===== src/rtl/tape_ctl_pkg.sv =====
// Constants for the tape load and on-line control block
package tape_ctl_pkg;
  localparam int unsigned CLK_PERIOD_NS       = 4;
  // Durations are not given; plain defaults chosen in microseconds, the pulse in nanoseconds
  localparam int unsigned ENTRY_DELAY_US      = 2;
  localparam int unsigned RELAY_DELAY_US      = 1;
  localparam int unsigned OFFSET_TIME_US      = 2;
  localparam int unsigned PULSE_TIME_NS       = 40;
  localparam int unsigned FAULT_WAIT_US       = 1;
  localparam int unsigned ENTRY_DELAY_CYC = ENTRY_DELAY_US * 1000 / CLK_PERIOD_NS;
  localparam int unsigned RELAY_DELAY_CYC = RELAY_DELAY_US * 1000 / CLK_PERIOD_NS;
  localparam int unsigned OFFSET_CYC      = OFFSET_TIME_US * 1000 / CLK_PERIOD_NS;
  localparam int unsigned PULSE_CYC       = PULSE_TIME_NS / CLK_PERIOD_NS;
  localparam int unsigned FAULT_WAIT_CYC  = FAULT_WAIT_US * 1000 / CLK_PERIOD_NS;
  localparam int unsigned DEBOUNCE_CYC    = 8;
  localparam int unsigned TMR_W           = 12;
  localparam logic        RST_VAL         = 1'b0;

  typedef enum logic [6:0] {
    LD_IDLE    = 7'b000_0001,
    LD_TENSION = 7'b000_0010,
    LD_ENTRY   = 7'b000_0100,
    LD_COLUMN  = 7'b000_1000,
    LD_ADVANCE = 7'b001_0000,
    LD_OFFSET  = 7'b010_0000,
    LD_FAULT   = 7'b100_0000
  } load_state_e;
endpackage : tape_ctl_pkg


===== src/rtl/interlock_debounce.sv =====
// Synchroniser and debouncer for the column interlock
`timescale 1ns/1ps
module interlock_debounce
  import tape_ctl_pkg::*;
(
  input  wire logic i_clk,
  input  wire logic i_rst,
  input  wire logic i_ce,
  input  wire logic i_raw,
  output logic      o_stable
);
  logic                  sync1_ff;
  logic                  sync2_ff;
  logic [TMR_W-1:0]      cnt_ff;

  always_ff @(posedge i_clk) begin
    if (i_rst) begin
      sync1_ff <= RST_VAL;
      sync2_ff <= RST_VAL;
    end else if (i_ce) begin
      sync1_ff <= i_raw;
      sync2_ff <= sync1_ff;
    end
  end

  // Output follows only after the level holds steady
  always_ff @(posedge i_clk) begin
    if (i_rst) begin
      cnt_ff   <= '0;
      o_stable <= RST_VAL;
    end else if (i_ce) begin
      if (sync2_ff == o_stable) begin
        cnt_ff <= '0;
      end else if (cnt_ff == TMR_W'(DEBOUNCE_CYC - 1)) begin
        cnt_ff   <= '0;
        o_stable <= sync2_ff;
      end else begin
        cnt_ff <= cnt_ff + 1'b1;
      end
    end
  end
endmodule : interlock_debounce


===== src/rtl/tape_load_online_control.sv =====
// Load, on-line and ready control of a vacuum-column tape unit
`timescale 1ns/1ps
// Function
// - Motion high whenever forward or reverse run command is asserted.
// - Ready only while tape loaded and not rewinding.
// - Alternate ready true once load completed, sequencer idle and not rewinding.
// - Ready-offline: loaded, not rewinding, on-line flip-flop clear.
// - Ready-online: loaded, not rewinding, on-line flip-flop set.
// - Qualify term is on-line, ready and selected; gates commands.
// - On-line flip-flop kept; commands accepted only while set.
// - First load flop tensions tape; second drives tape to start marker.
// - Start reel motors once load-ready condition reached.
// - Load delay times when tape may enter the columns.
// - Load fault aborts load if column switches fail to close.
// - Momentary relay pulse during load sequence.
// - Load-once flop set at load completion, held as record.
// - Load-then-online flop launches combined load and on-line.
// - Combined operation energises relay, delayed for remote load.
// - Combined operation times take-up servo offset.
// - Strobe at end of combined operation sets on-line flop.
// - Maintenance motion asserted while switch held that direction.
// - Power reset holds logic until supplies safe, and on failure.
// - Interlock is relay and switches closed, debounced.
// - Reset button or interlock loss clears on-line and ready.
module tape_load_online_control
  import tape_ctl_pkg::*;
(
  input  wire logic i_clk,
  input  wire logic i_rst,
  input  wire logic i_ce,
  input  wire logic i_power_ok,
  input  wire logic i_load_btn,
  input  wire logic i_load_online_btn,
  input  wire logic i_remote_load,
  input  wire logic i_online_btn,
  input  wire logic i_reset_btn,
  input  wire logic i_switches_closed,
  input  wire logic i_at_start_marker,
  input  wire logic i_rewinding,
  input  wire logic i_select,
  input  wire logic i_sync_forward_cmd,
  input  wire logic i_sync_reverse_cmd,
  input  wire logic i_maint_fwd_sw,
  input  wire logic i_maint_rev_sw,
  output logic      o_tension_load,
  output logic      o_advance_to_start,
  output logic      o_reel_start_ok,
  output logic      o_interlock_relay,
  output logic      o_relay_pulse,
  output logic      o_servo_offset,
  output logic      o_load_fault,
  output logic      o_loaded_once,
  output logic      o_online,
  output logic      o_online_set_strobe,
  output logic      o_ready,
  output logic      o_unit_ready_alt,
  output logic      o_ready_offline,
  output logic      o_ready_online,
  output logic      o_command_qualify,
  output logic      o_forward_run,
  output logic      o_reverse_run,
  output logic      o_motion,
  output logic      o_maint_forward,
  output logic      o_maint_reverse,
  output logic      o_power_up_reset
);
  import tape_ctl_pkg::*;

  localparam int unsigned NPIN = 13;

  load_state_e           state_ff;
  load_state_e           nxt_state;
  logic [TMR_W-1:0]      tmr_ff;
  logic [NPIN-1:0]       pin_raw;
  logic [NPIN-1:0]       pin_s1_ff;
  logic [NPIN-1:0]       pin_s2_ff;
  logic                  pwr_rst_ff;
  logic                  column_interlock;
  logic                  top_level_clear;
  logic                  load_then_online_ff;
  logic                  relay_hold_ff;
  logic                  load_btn_d_ff;
  logic                  lol_btn_d_ff;
  logic                  onl_btn_d_ff;
  logic                  loaded;
  logic                  fwd_in, rev_in, sel_in, rwd_in, bot_in;
  logic                  start_load;

  // Every pin except clock, reset and clock enable passes two flops before use
  assign pin_raw = {i_maint_rev_sw, i_power_ok, i_load_btn,
                    i_load_online_btn, i_remote_load,
                    i_online_btn, i_reset_btn, i_at_start_marker, i_rewinding,
                    i_select, i_sync_forward_cmd, i_sync_reverse_cmd,
                    i_maint_fwd_sw};

  always_ff @(posedge i_clk) begin
    if (i_rst) begin
      pin_s1_ff <= '0;
      pin_s2_ff <= '0;
    end else if (i_ce) begin
      pin_s1_ff <= pin_raw;
      pin_s2_ff <= pin_s1_ff;
    end
  end

  assign fwd_in = pin_s2_ff[2];
  assign rev_in = pin_s2_ff[1];
  assign sel_in = pin_s2_ff[3];
  assign rwd_in = pin_s2_ff[4];
  assign bot_in = pin_s2_ff[5];

  // Relay contact and switches both closed, then debounced
  interlock_debounce u_column_interlock (
    .i_clk    (i_clk),
    .i_rst    (i_rst),
    .i_ce     (i_ce),
    .i_raw    (i_switches_closed & o_interlock_relay),
    .o_stable (column_interlock)
  );

  // Power reset held while supplies are low
  always_ff @(posedge i_clk) begin
    if (i_rst) begin
      pwr_rst_ff <= 1'b1;
    end else if (i_ce) begin
      pwr_rst_ff <= ~pin_s2_ff[11];
    end
  end
  assign o_power_up_reset = pwr_rst_ff;

  // Interlock loss only counts once the load has completed (load-once record set)
  assign top_level_clear = pwr_rst_ff | pin_s2_ff[6]
                         | (loaded & ~column_interlock);
  assign loaded = o_loaded_once;

  always_ff @(posedge i_clk) begin
    if (i_rst) begin
      load_btn_d_ff <= 1'b0;
      lol_btn_d_ff  <= 1'b0;
      onl_btn_d_ff  <= 1'b0;
    end else if (i_ce) begin
      load_btn_d_ff <= pin_s2_ff[10];
      lol_btn_d_ff  <= pin_s2_ff[9];
      onl_btn_d_ff  <= pin_s2_ff[7];
    end
  end

  assign start_load = (pin_s2_ff[10] & ~load_btn_d_ff)
                    | (pin_s2_ff[9] & ~lol_btn_d_ff);

  // Load sequencer
  always_comb begin
    nxt_state = state_ff;
    case (state_ff)
      LD_IDLE:    if (start_load && !loaded) nxt_state = LD_TENSION;
      LD_TENSION: if (tmr_ff == '0) nxt_state = LD_ENTRY;
      LD_ENTRY:   if (tmr_ff == '0) nxt_state = LD_COLUMN;
      LD_COLUMN: begin
        if (column_interlock) nxt_state = LD_ADVANCE;
        else if (tmr_ff == '0) nxt_state = LD_FAULT;
      end
      LD_ADVANCE: begin
        if (bot_in && load_then_online_ff) nxt_state = LD_OFFSET;
        else if (bot_in) nxt_state = LD_IDLE;
      end
      LD_OFFSET:  if (tmr_ff == '0) nxt_state = LD_IDLE;
      LD_FAULT:   if (start_load) nxt_state = LD_TENSION;
      default:    nxt_state = LD_IDLE;
    endcase
  end

  always_ff @(posedge i_clk) begin
    if (i_rst || (i_ce && (pwr_rst_ff || pin_s2_ff[6]))) begin
      state_ff <= LD_IDLE;
      tmr_ff   <= '0;
    end else if (i_ce) begin
      state_ff <= nxt_state;
      if (nxt_state != state_ff) begin
        case (nxt_state)
          LD_TENSION: tmr_ff <= TMR_W'(PULSE_CYC - 1);
          LD_ENTRY: begin
            if (load_then_online_ff && pin_s2_ff[8])
              tmr_ff <= TMR_W'(ENTRY_DELAY_CYC + RELAY_DELAY_CYC - 1);
            else
              tmr_ff <= TMR_W'(ENTRY_DELAY_CYC - 1);
          end
          LD_COLUMN:  tmr_ff <= TMR_W'(FAULT_WAIT_CYC - 1);
          LD_OFFSET:  tmr_ff <= TMR_W'(OFFSET_CYC - 1);
          default:    tmr_ff <= '0;
        endcase
      end else if (tmr_ff != '0) begin
        tmr_ff <= tmr_ff - 1'b1;
      end
    end
  end

  // Load outputs and load fault
  always_ff @(posedge i_clk) begin
    if (i_rst || (i_ce && pwr_rst_ff)) begin
      o_tension_load     <= 1'b0;
      o_advance_to_start <= 1'b0;
      o_reel_start_ok    <= 1'b0;
      o_relay_pulse      <= 1'b0;
      o_load_fault       <= 1'b0;
      o_servo_offset     <= 1'b0;
    end else if (i_ce) begin
      o_tension_load     <= nxt_state inside {LD_TENSION, LD_ENTRY,
                                              LD_COLUMN};
      o_advance_to_start <= nxt_state == LD_ADVANCE;
      o_reel_start_ok    <= nxt_state inside {LD_COLUMN,
                                              LD_ADVANCE};
      o_relay_pulse      <= nxt_state == LD_TENSION;
      o_servo_offset     <= nxt_state == LD_OFFSET;
      if (nxt_state == LD_FAULT)
        o_load_fault <= 1'b1;
      else if (start_load)
        o_load_fault <= 1'b0;
    end
  end

  // Relay held from column entry on; delayed for remote combined load
  always_ff @(posedge i_clk) begin
    if (i_rst || (i_ce && pwr_rst_ff)) begin
      relay_hold_ff     <= 1'b0;
      o_interlock_relay <= 1'b0;
    end else if (i_ce) begin
      if (nxt_state == LD_FAULT || pin_s2_ff[6])
        relay_hold_ff <= 1'b0;
      else if (nxt_state == LD_COLUMN)
        relay_hold_ff <= 1'b1;
      o_interlock_relay <= (nxt_state == LD_TENSION) | relay_hold_ff
                         | (nxt_state == LD_COLUMN);
    end
  end

  // Combined load-then-online flop
  always_ff @(posedge i_clk) begin
    if (i_rst || (i_ce && (pwr_rst_ff || pin_s2_ff[6]))) begin
      load_then_online_ff <= 1'b0;
    end else if (i_ce) begin
      if (pin_s2_ff[9] && !lol_btn_d_ff)
        load_then_online_ff <= 1'b1;
      else if (state_ff == LD_OFFSET && nxt_state == LD_IDLE)
        load_then_online_ff <= 1'b0;
      else if (nxt_state == LD_FAULT)
        load_then_online_ff <= 1'b0;
    end
  end

  // Load-once record and on-line flop
  always_ff @(posedge i_clk) begin
    if (i_rst || (i_ce && pwr_rst_ff)) begin
      o_loaded_once       <= 1'b0;
      o_online            <= 1'b0;
      o_online_set_strobe <= 1'b0;
    end else if (i_ce) begin
      o_online_set_strobe <= state_ff == LD_OFFSET && nxt_state == LD_IDLE;
      if (state_ff == LD_ADVANCE && nxt_state != LD_ADVANCE)
        o_loaded_once <= 1'b1;
      else if (top_level_clear)
        o_loaded_once <= 1'b0;
      if (o_online_set_strobe)
        o_online <= 1'b1;
      else if (top_level_clear)
        o_online <= 1'b0;
      else if (pin_s2_ff[7] && !onl_btn_d_ff)
        o_online <= ~o_online;
    end
  end

  // Ready terms and command gating
  always_ff @(posedge i_clk) begin
    if (i_rst || (i_ce && pwr_rst_ff)) begin
      o_ready           <= 1'b0;
      o_unit_ready_alt  <= 1'b0;
      o_ready_offline   <= 1'b0;
      o_ready_online    <= 1'b0;
      o_command_qualify <= 1'b0;
    end else if (i_ce) begin
      o_ready           <= loaded & ~rwd_in & ~top_level_clear;
      o_unit_ready_alt  <= loaded & ~rwd_in & (state_ff == LD_IDLE);
      o_ready_offline   <= loaded & ~rwd_in & ~o_online;
      o_ready_online    <= loaded & ~rwd_in & o_online;
      o_command_qualify <= o_online & o_ready & sel_in;
    end
  end

  // Run commands accepted only while qualified; reverse has its own line
  always_ff @(posedge i_clk) begin
    if (i_rst || (i_ce && pwr_rst_ff)) begin
      o_forward_run   <= 1'b0;
      o_reverse_run   <= 1'b0;
      o_motion        <= 1'b0;
      o_maint_forward <= 1'b0;
      o_maint_reverse <= 1'b0;
    end else if (i_ce) begin
      o_forward_run   <= o_command_qualify & fwd_in & ~rev_in;
      o_reverse_run   <= o_command_qualify & rev_in & ~fwd_in;
      o_motion        <= (o_command_qualify & fwd_in & ~rev_in)
                       | (o_command_qualify & rev_in & ~fwd_in);
      // Both directions held at once is ignored
      o_maint_forward <= pin_s2_ff[0] & ~pin_s2_ff[12];
      o_maint_reverse <= pin_s2_ff[12] & ~pin_s2_ff[0];
    end
  end

  AST_MOTION: assert property (@(posedge i_clk) disable iff (i_rst)
    i_ce |=> (o_motion == (o_forward_run | o_reverse_run)))
    else $error("motion does not follow run commands");
  AST_READY_SPLIT: assert property (@(posedge i_clk) disable iff (i_rst)
    !(o_ready_online && o_ready_offline))
    else $error("ready online and offline together");
  AST_QUAL: assert property (@(posedge i_clk) disable iff (i_rst)
    o_forward_run |-> $past(o_command_qualify))
    else $error("forward run without qualification");
  AST_QUAL_ONL: assert property (@(posedge i_clk) disable iff (i_rst)
    o_command_qualify |-> $past(o_online))
    else $error("qualify without online");
  AST_LOADFLOPS: assert property (@(posedge i_clk) disable iff (i_rst)
    !(o_tension_load && o_advance_to_start))
    else $error("both load flops set");
  AST_STROBE: assert property (@(posedge i_clk) disable iff (i_rst)
    (o_online_set_strobe && i_ce && !pwr_rst_ff) |=> o_online)
    else $error("strobe did not set online");
  AST_PWR: assert property (@(posedge i_clk) disable iff (i_rst)
    (pwr_rst_ff && i_ce) |=> !o_online && !o_loaded_once && !o_ready)
    else $error("power reset did not clear");
  AST_FAULT: assert property (@(posedge i_clk) disable iff (i_rst)
    (state_ff == LD_FAULT) |-> o_load_fault || !$past(i_ce))
    else $error("fault state without fault flag");
endmodule : tape_load_online_control


===== config.mk =====
export PLATFORM = sky130hd
export DESIGN_NAME = tape_load_online_control
export DESIGN_NICKNAME = d
export VERILOG_FILES = /design/src/rtl/tape_ctl_pkg.sv /design/src/rtl/interlock_debounce.sv /design/src/rtl/tape_load_online_control.sv
export SDC_FILE = /design/constraint.sdc
export NUM_CORES = 1
export LEC_CHECK = 0
export BUFFER_PORTS_ARGS = -buffer_cell sky130_fd_sc_hd__buf_2
export CAP_MARGIN = 20
export CORE_MARGIN = 2
export CORE_UTILIZATION = 40
export DETAILED_ROUTE_END_ITERATION = 8
export GPL_ROUTABILITY_DRIVEN = 0
export PLACE_DENSITY = 0.55
export SKIP_CTS_REPAIR_TIMING = 1
export SLEW_MARGIN = 10
export SYNTH_ARGS = -nofsm -noshare
export SYNTH_HDL_FRONTEND = slang
export SYNTH_SLANG_ARGS = --single-unit

===== constraint.sdc =====
create_clock -name i_clk -period 5.1 [get_ports i_clk]
set_input_delay 0.255 -clock i_clk [delete_from_list [all_inputs] [get_ports i_clk]]
set_output_delay 0.255 -clock i_clk [all_outputs]
set_load 0.01 [all_outputs]

==> metrics.txt <==
initial DRC count=~130; dpl ws=~2.2 ns; Root Driver=clkbuf_8; synthesized flop and latch total=86; Worst Hold Launch=i_power_ok; Post-Layout Inst Area=between 4000 and 5000 µm²; Slew Limit Fails=0; Post-Place Cell Area=4240 µm²; relative slew slack=32.9%; starting density of the core=41.0%; worst min-delay path category=in2reg; share of cells above drive strength 1=13.2%; XOR/XNOR Fraction of Synth Area=1.09%; Antenna Violating Nets Remaining=0; clk buf depth=2; Synth Flop Type=dfxtp_1; R2R Path Start=tmr_ff[0]$_SDFFE_PP0P_; gr busiest metal=met2; grt ovf=0; Chip Width=about 100 µm; RSZ-0062 raised after global routing=no; RR Endpoint=tmr_ff[1]$_SDFFE_PP0P_; clk_lat worst skew=0.36 ns; share of the synthesized area in the top cell type=between 40% and 50%; Fin. Hold Viols=0; Post-Syn Nets=around 500; Final Critical Period=2.92 ns; Post-synth EDFFs=0; slowest stage delay, CP=~0.53 ns; wirelength, routed=9.49 mm; DRC=0; Async S/R FF share, synth=0%; Worst Tran Pin Value=1.01 ns; crit path cell chain=inv_1, ha_1, or4b_4, or4_4, a21oi_2, and2_1, a2bb2oi_1, a21oi_1; Initial DRT Pass Iterations=4; Synth Area in Adders=less than 1%; mux share of post-synthesis cell area=under 10%; I/O pins=38; FF-to-FF setup slack=about 2.2 ns; most common cell after layout, fill and taps aside=dfxtp_1; Mapped Area=4010 µm²; via/cell ratio=approximately 5.4; Yosys cell types=63; CP arrival=slightly above 3 ns; worst hold path depth=3; synthesis-to-layout area growth=10.5%; sequential area share after synthesis=between 40% and 50%; initial antenna violation count=0; WHS Endpoint=pin_s1_ff[11]$_SDFFE_PP0P_; worst-path maximum fanout=13; H-tree levels=3; Die ar.=10,800 µm²; GRT Total Usage=between 10% and 20%; core area=between 9000 and 10,000 µm²; GRT met3 Usage=4.20%; total CTS buffers=9; Avg Cell Area, Syn=between 8 and 9 µm²; largest net degree at the start of global routing=slightly below 80; PortBufs=37; largest family of logic cells by synthesized area=simple AND/OR/NAND/NOR gates; CTS clk-pin slew, worst paths=around 0.10 ns; Final setup viols=0; CTS sink cnt=86; Final Total Pwr=roughly 1600 µW; worst r2r path cells=8; compound-cell area share of the yosys netlist=roughly 17%; first-pass GRT wire length=between 15 and 20 mm; slowest CP cell=or4_4; CP Capture Type=register; Final nets=approximately 520; drt wl/cell=14.8 µm; post-synthesis simple-gate area fraction=26.1%; GR Layer Usage met2=27.1%; clk_skew=around 0.014 ns; row count=36; pwr dens=between 300 and 400 nW/µm²; most frequent cells in the layout=dfxtp_1 (86), nor2_1 (79), a21oi_1 (42), buf_2 (36), nand2_1 (35); fmax=343 MHz; Leakage=approximately 0.0017 µW; synth warn=0; status=finished clean; vias=between 3k and 4k; setup_tns=0 ns; Die Height=104 µm; fin crit share=57.2%; CTS tree=yes; WS Path Type=reg2reg; hold_ws=0.122 ns; maxcap violations=0; top post-synthesis cells by area=dfxtp_1 (43%), mux2i_1 (7.5%), nor2_1 (7.4%), a21oi_1 (5.2%), nand2_1 (3.3%); CP Data Required Time=between 5 and 6 ns; setup ws final=2.18 ns; vias in the first global route=between 3k and 4k; met1 Track Usage GR=26.5%; Inserted Diodes=0; Syn Inst Count=a little under 500; Startpoint Class=register; cell taking the most area after synthesis=dfxtp_1; HPWL after DPL=around 6.3 mm; Worst VDD drop=roughly 0.17 mV
## worst max-delay path: cells and delay by family, from the launching register on
| kind | cells | cell delay (ns) |
|---|---|---|
| simple gates | 3 | 1.44 |
| buf+inv | 1 | 0.07 |
| flops | 1 | 0.35 |
| compound gates | 3 | 0.72 |
| fa+ha+maj | 1 | 0.17 |
## synthesized netlist by cell type, drive strengths merged, types with 8 or more instances
library cell,n
dfxtp,86
nor2,80
a21oi,43
nand2,35
mux2i,30
o21ai,29
clkbuf,20
nor3,15
nand3,13
nor4,13
buf,12
and3,8
nand2b,8
## through the flow
step,util (%),cells
after floorplan,-,485
after global placement,43.4,625
after detailed placement,43.4,625
after CTS,45.4,641
after global routing,45.4,641
final,45.4,641
## state kept, by name, summed over array words and instances (netlist names), 7 cells and up
name,count
pin_s1_ff,13
u_column_interlock.cnt_ff,12
pin_s2_ff,13
tmr_ff,12
state_ff,7
## final cells by class
cell class	instances	area (µm²)
clock inverters	7	68.8
clock buffers	9	124
repair buffers	39	203
multi-input cells	360	2120
well taps	133	166
fillers	1006	5340
flip-flops and latches	86	1720
inverters	7	26.3
## cells by family after synthesis
family	count (synthesis)
muxes	31
adders and majority gates	2
xor gates and xnor gates	5
AOI/OAI and AO/OA	113
and+or+nand+nor	209
DFF	86
buffers and inverters	39
## power by group
group	leakage, µW	switching, µW	internal, µW
Clock	0.000101	280	194
Combinational	0.000937	214	144
Sequential	0.000698	28.5	702
Total	0.00174	522	1040
## worst max path at each step
stage                      startpoint                endpoint  cells past startpoint
4_1_cts        tmr_ff[0]$_SDFFE_PP0P_  tmr_ff[1]$_SDFFE_PP0P_                      8
3_3_place_gp   tmr_ff[0]$_SDFFE_PP0P_  tmr_ff[1]$_SDFFE_PP0P_                      8
3_5_place_dp   tmr_ff[0]$_SDFFE_PP0P_  tmr_ff[1]$_SDFFE_PP0P_                      8
6_report       tmr_ff[0]$_SDFFE_PP0P_  tmr_ff[1]$_SDFFE_PP0P_                      8
5_1_grt        tmr_ff[0]$_SDFFE_PP0P_  tmr_ff[1]$_SDFFE_PP0P_                      8
2_1_floorplan  tmr_ff[0]$_SDFFE_PP0P_  tmr_ff[9]$_SDFFE_PP0P_                      9
## routing by layer
| metal | up-vias | share of wire [%] |
|---|---|---|
| li1 | 1778 | - |
| met1 | 1604 | 52 |
| met2 | 66 | 44 |
| met3 | 4 | 3.7 |
| met4 | 0 | 0.51 |
| met5 | - | 0 |
No activity file was read; power rests on OpenSTA's default activity.
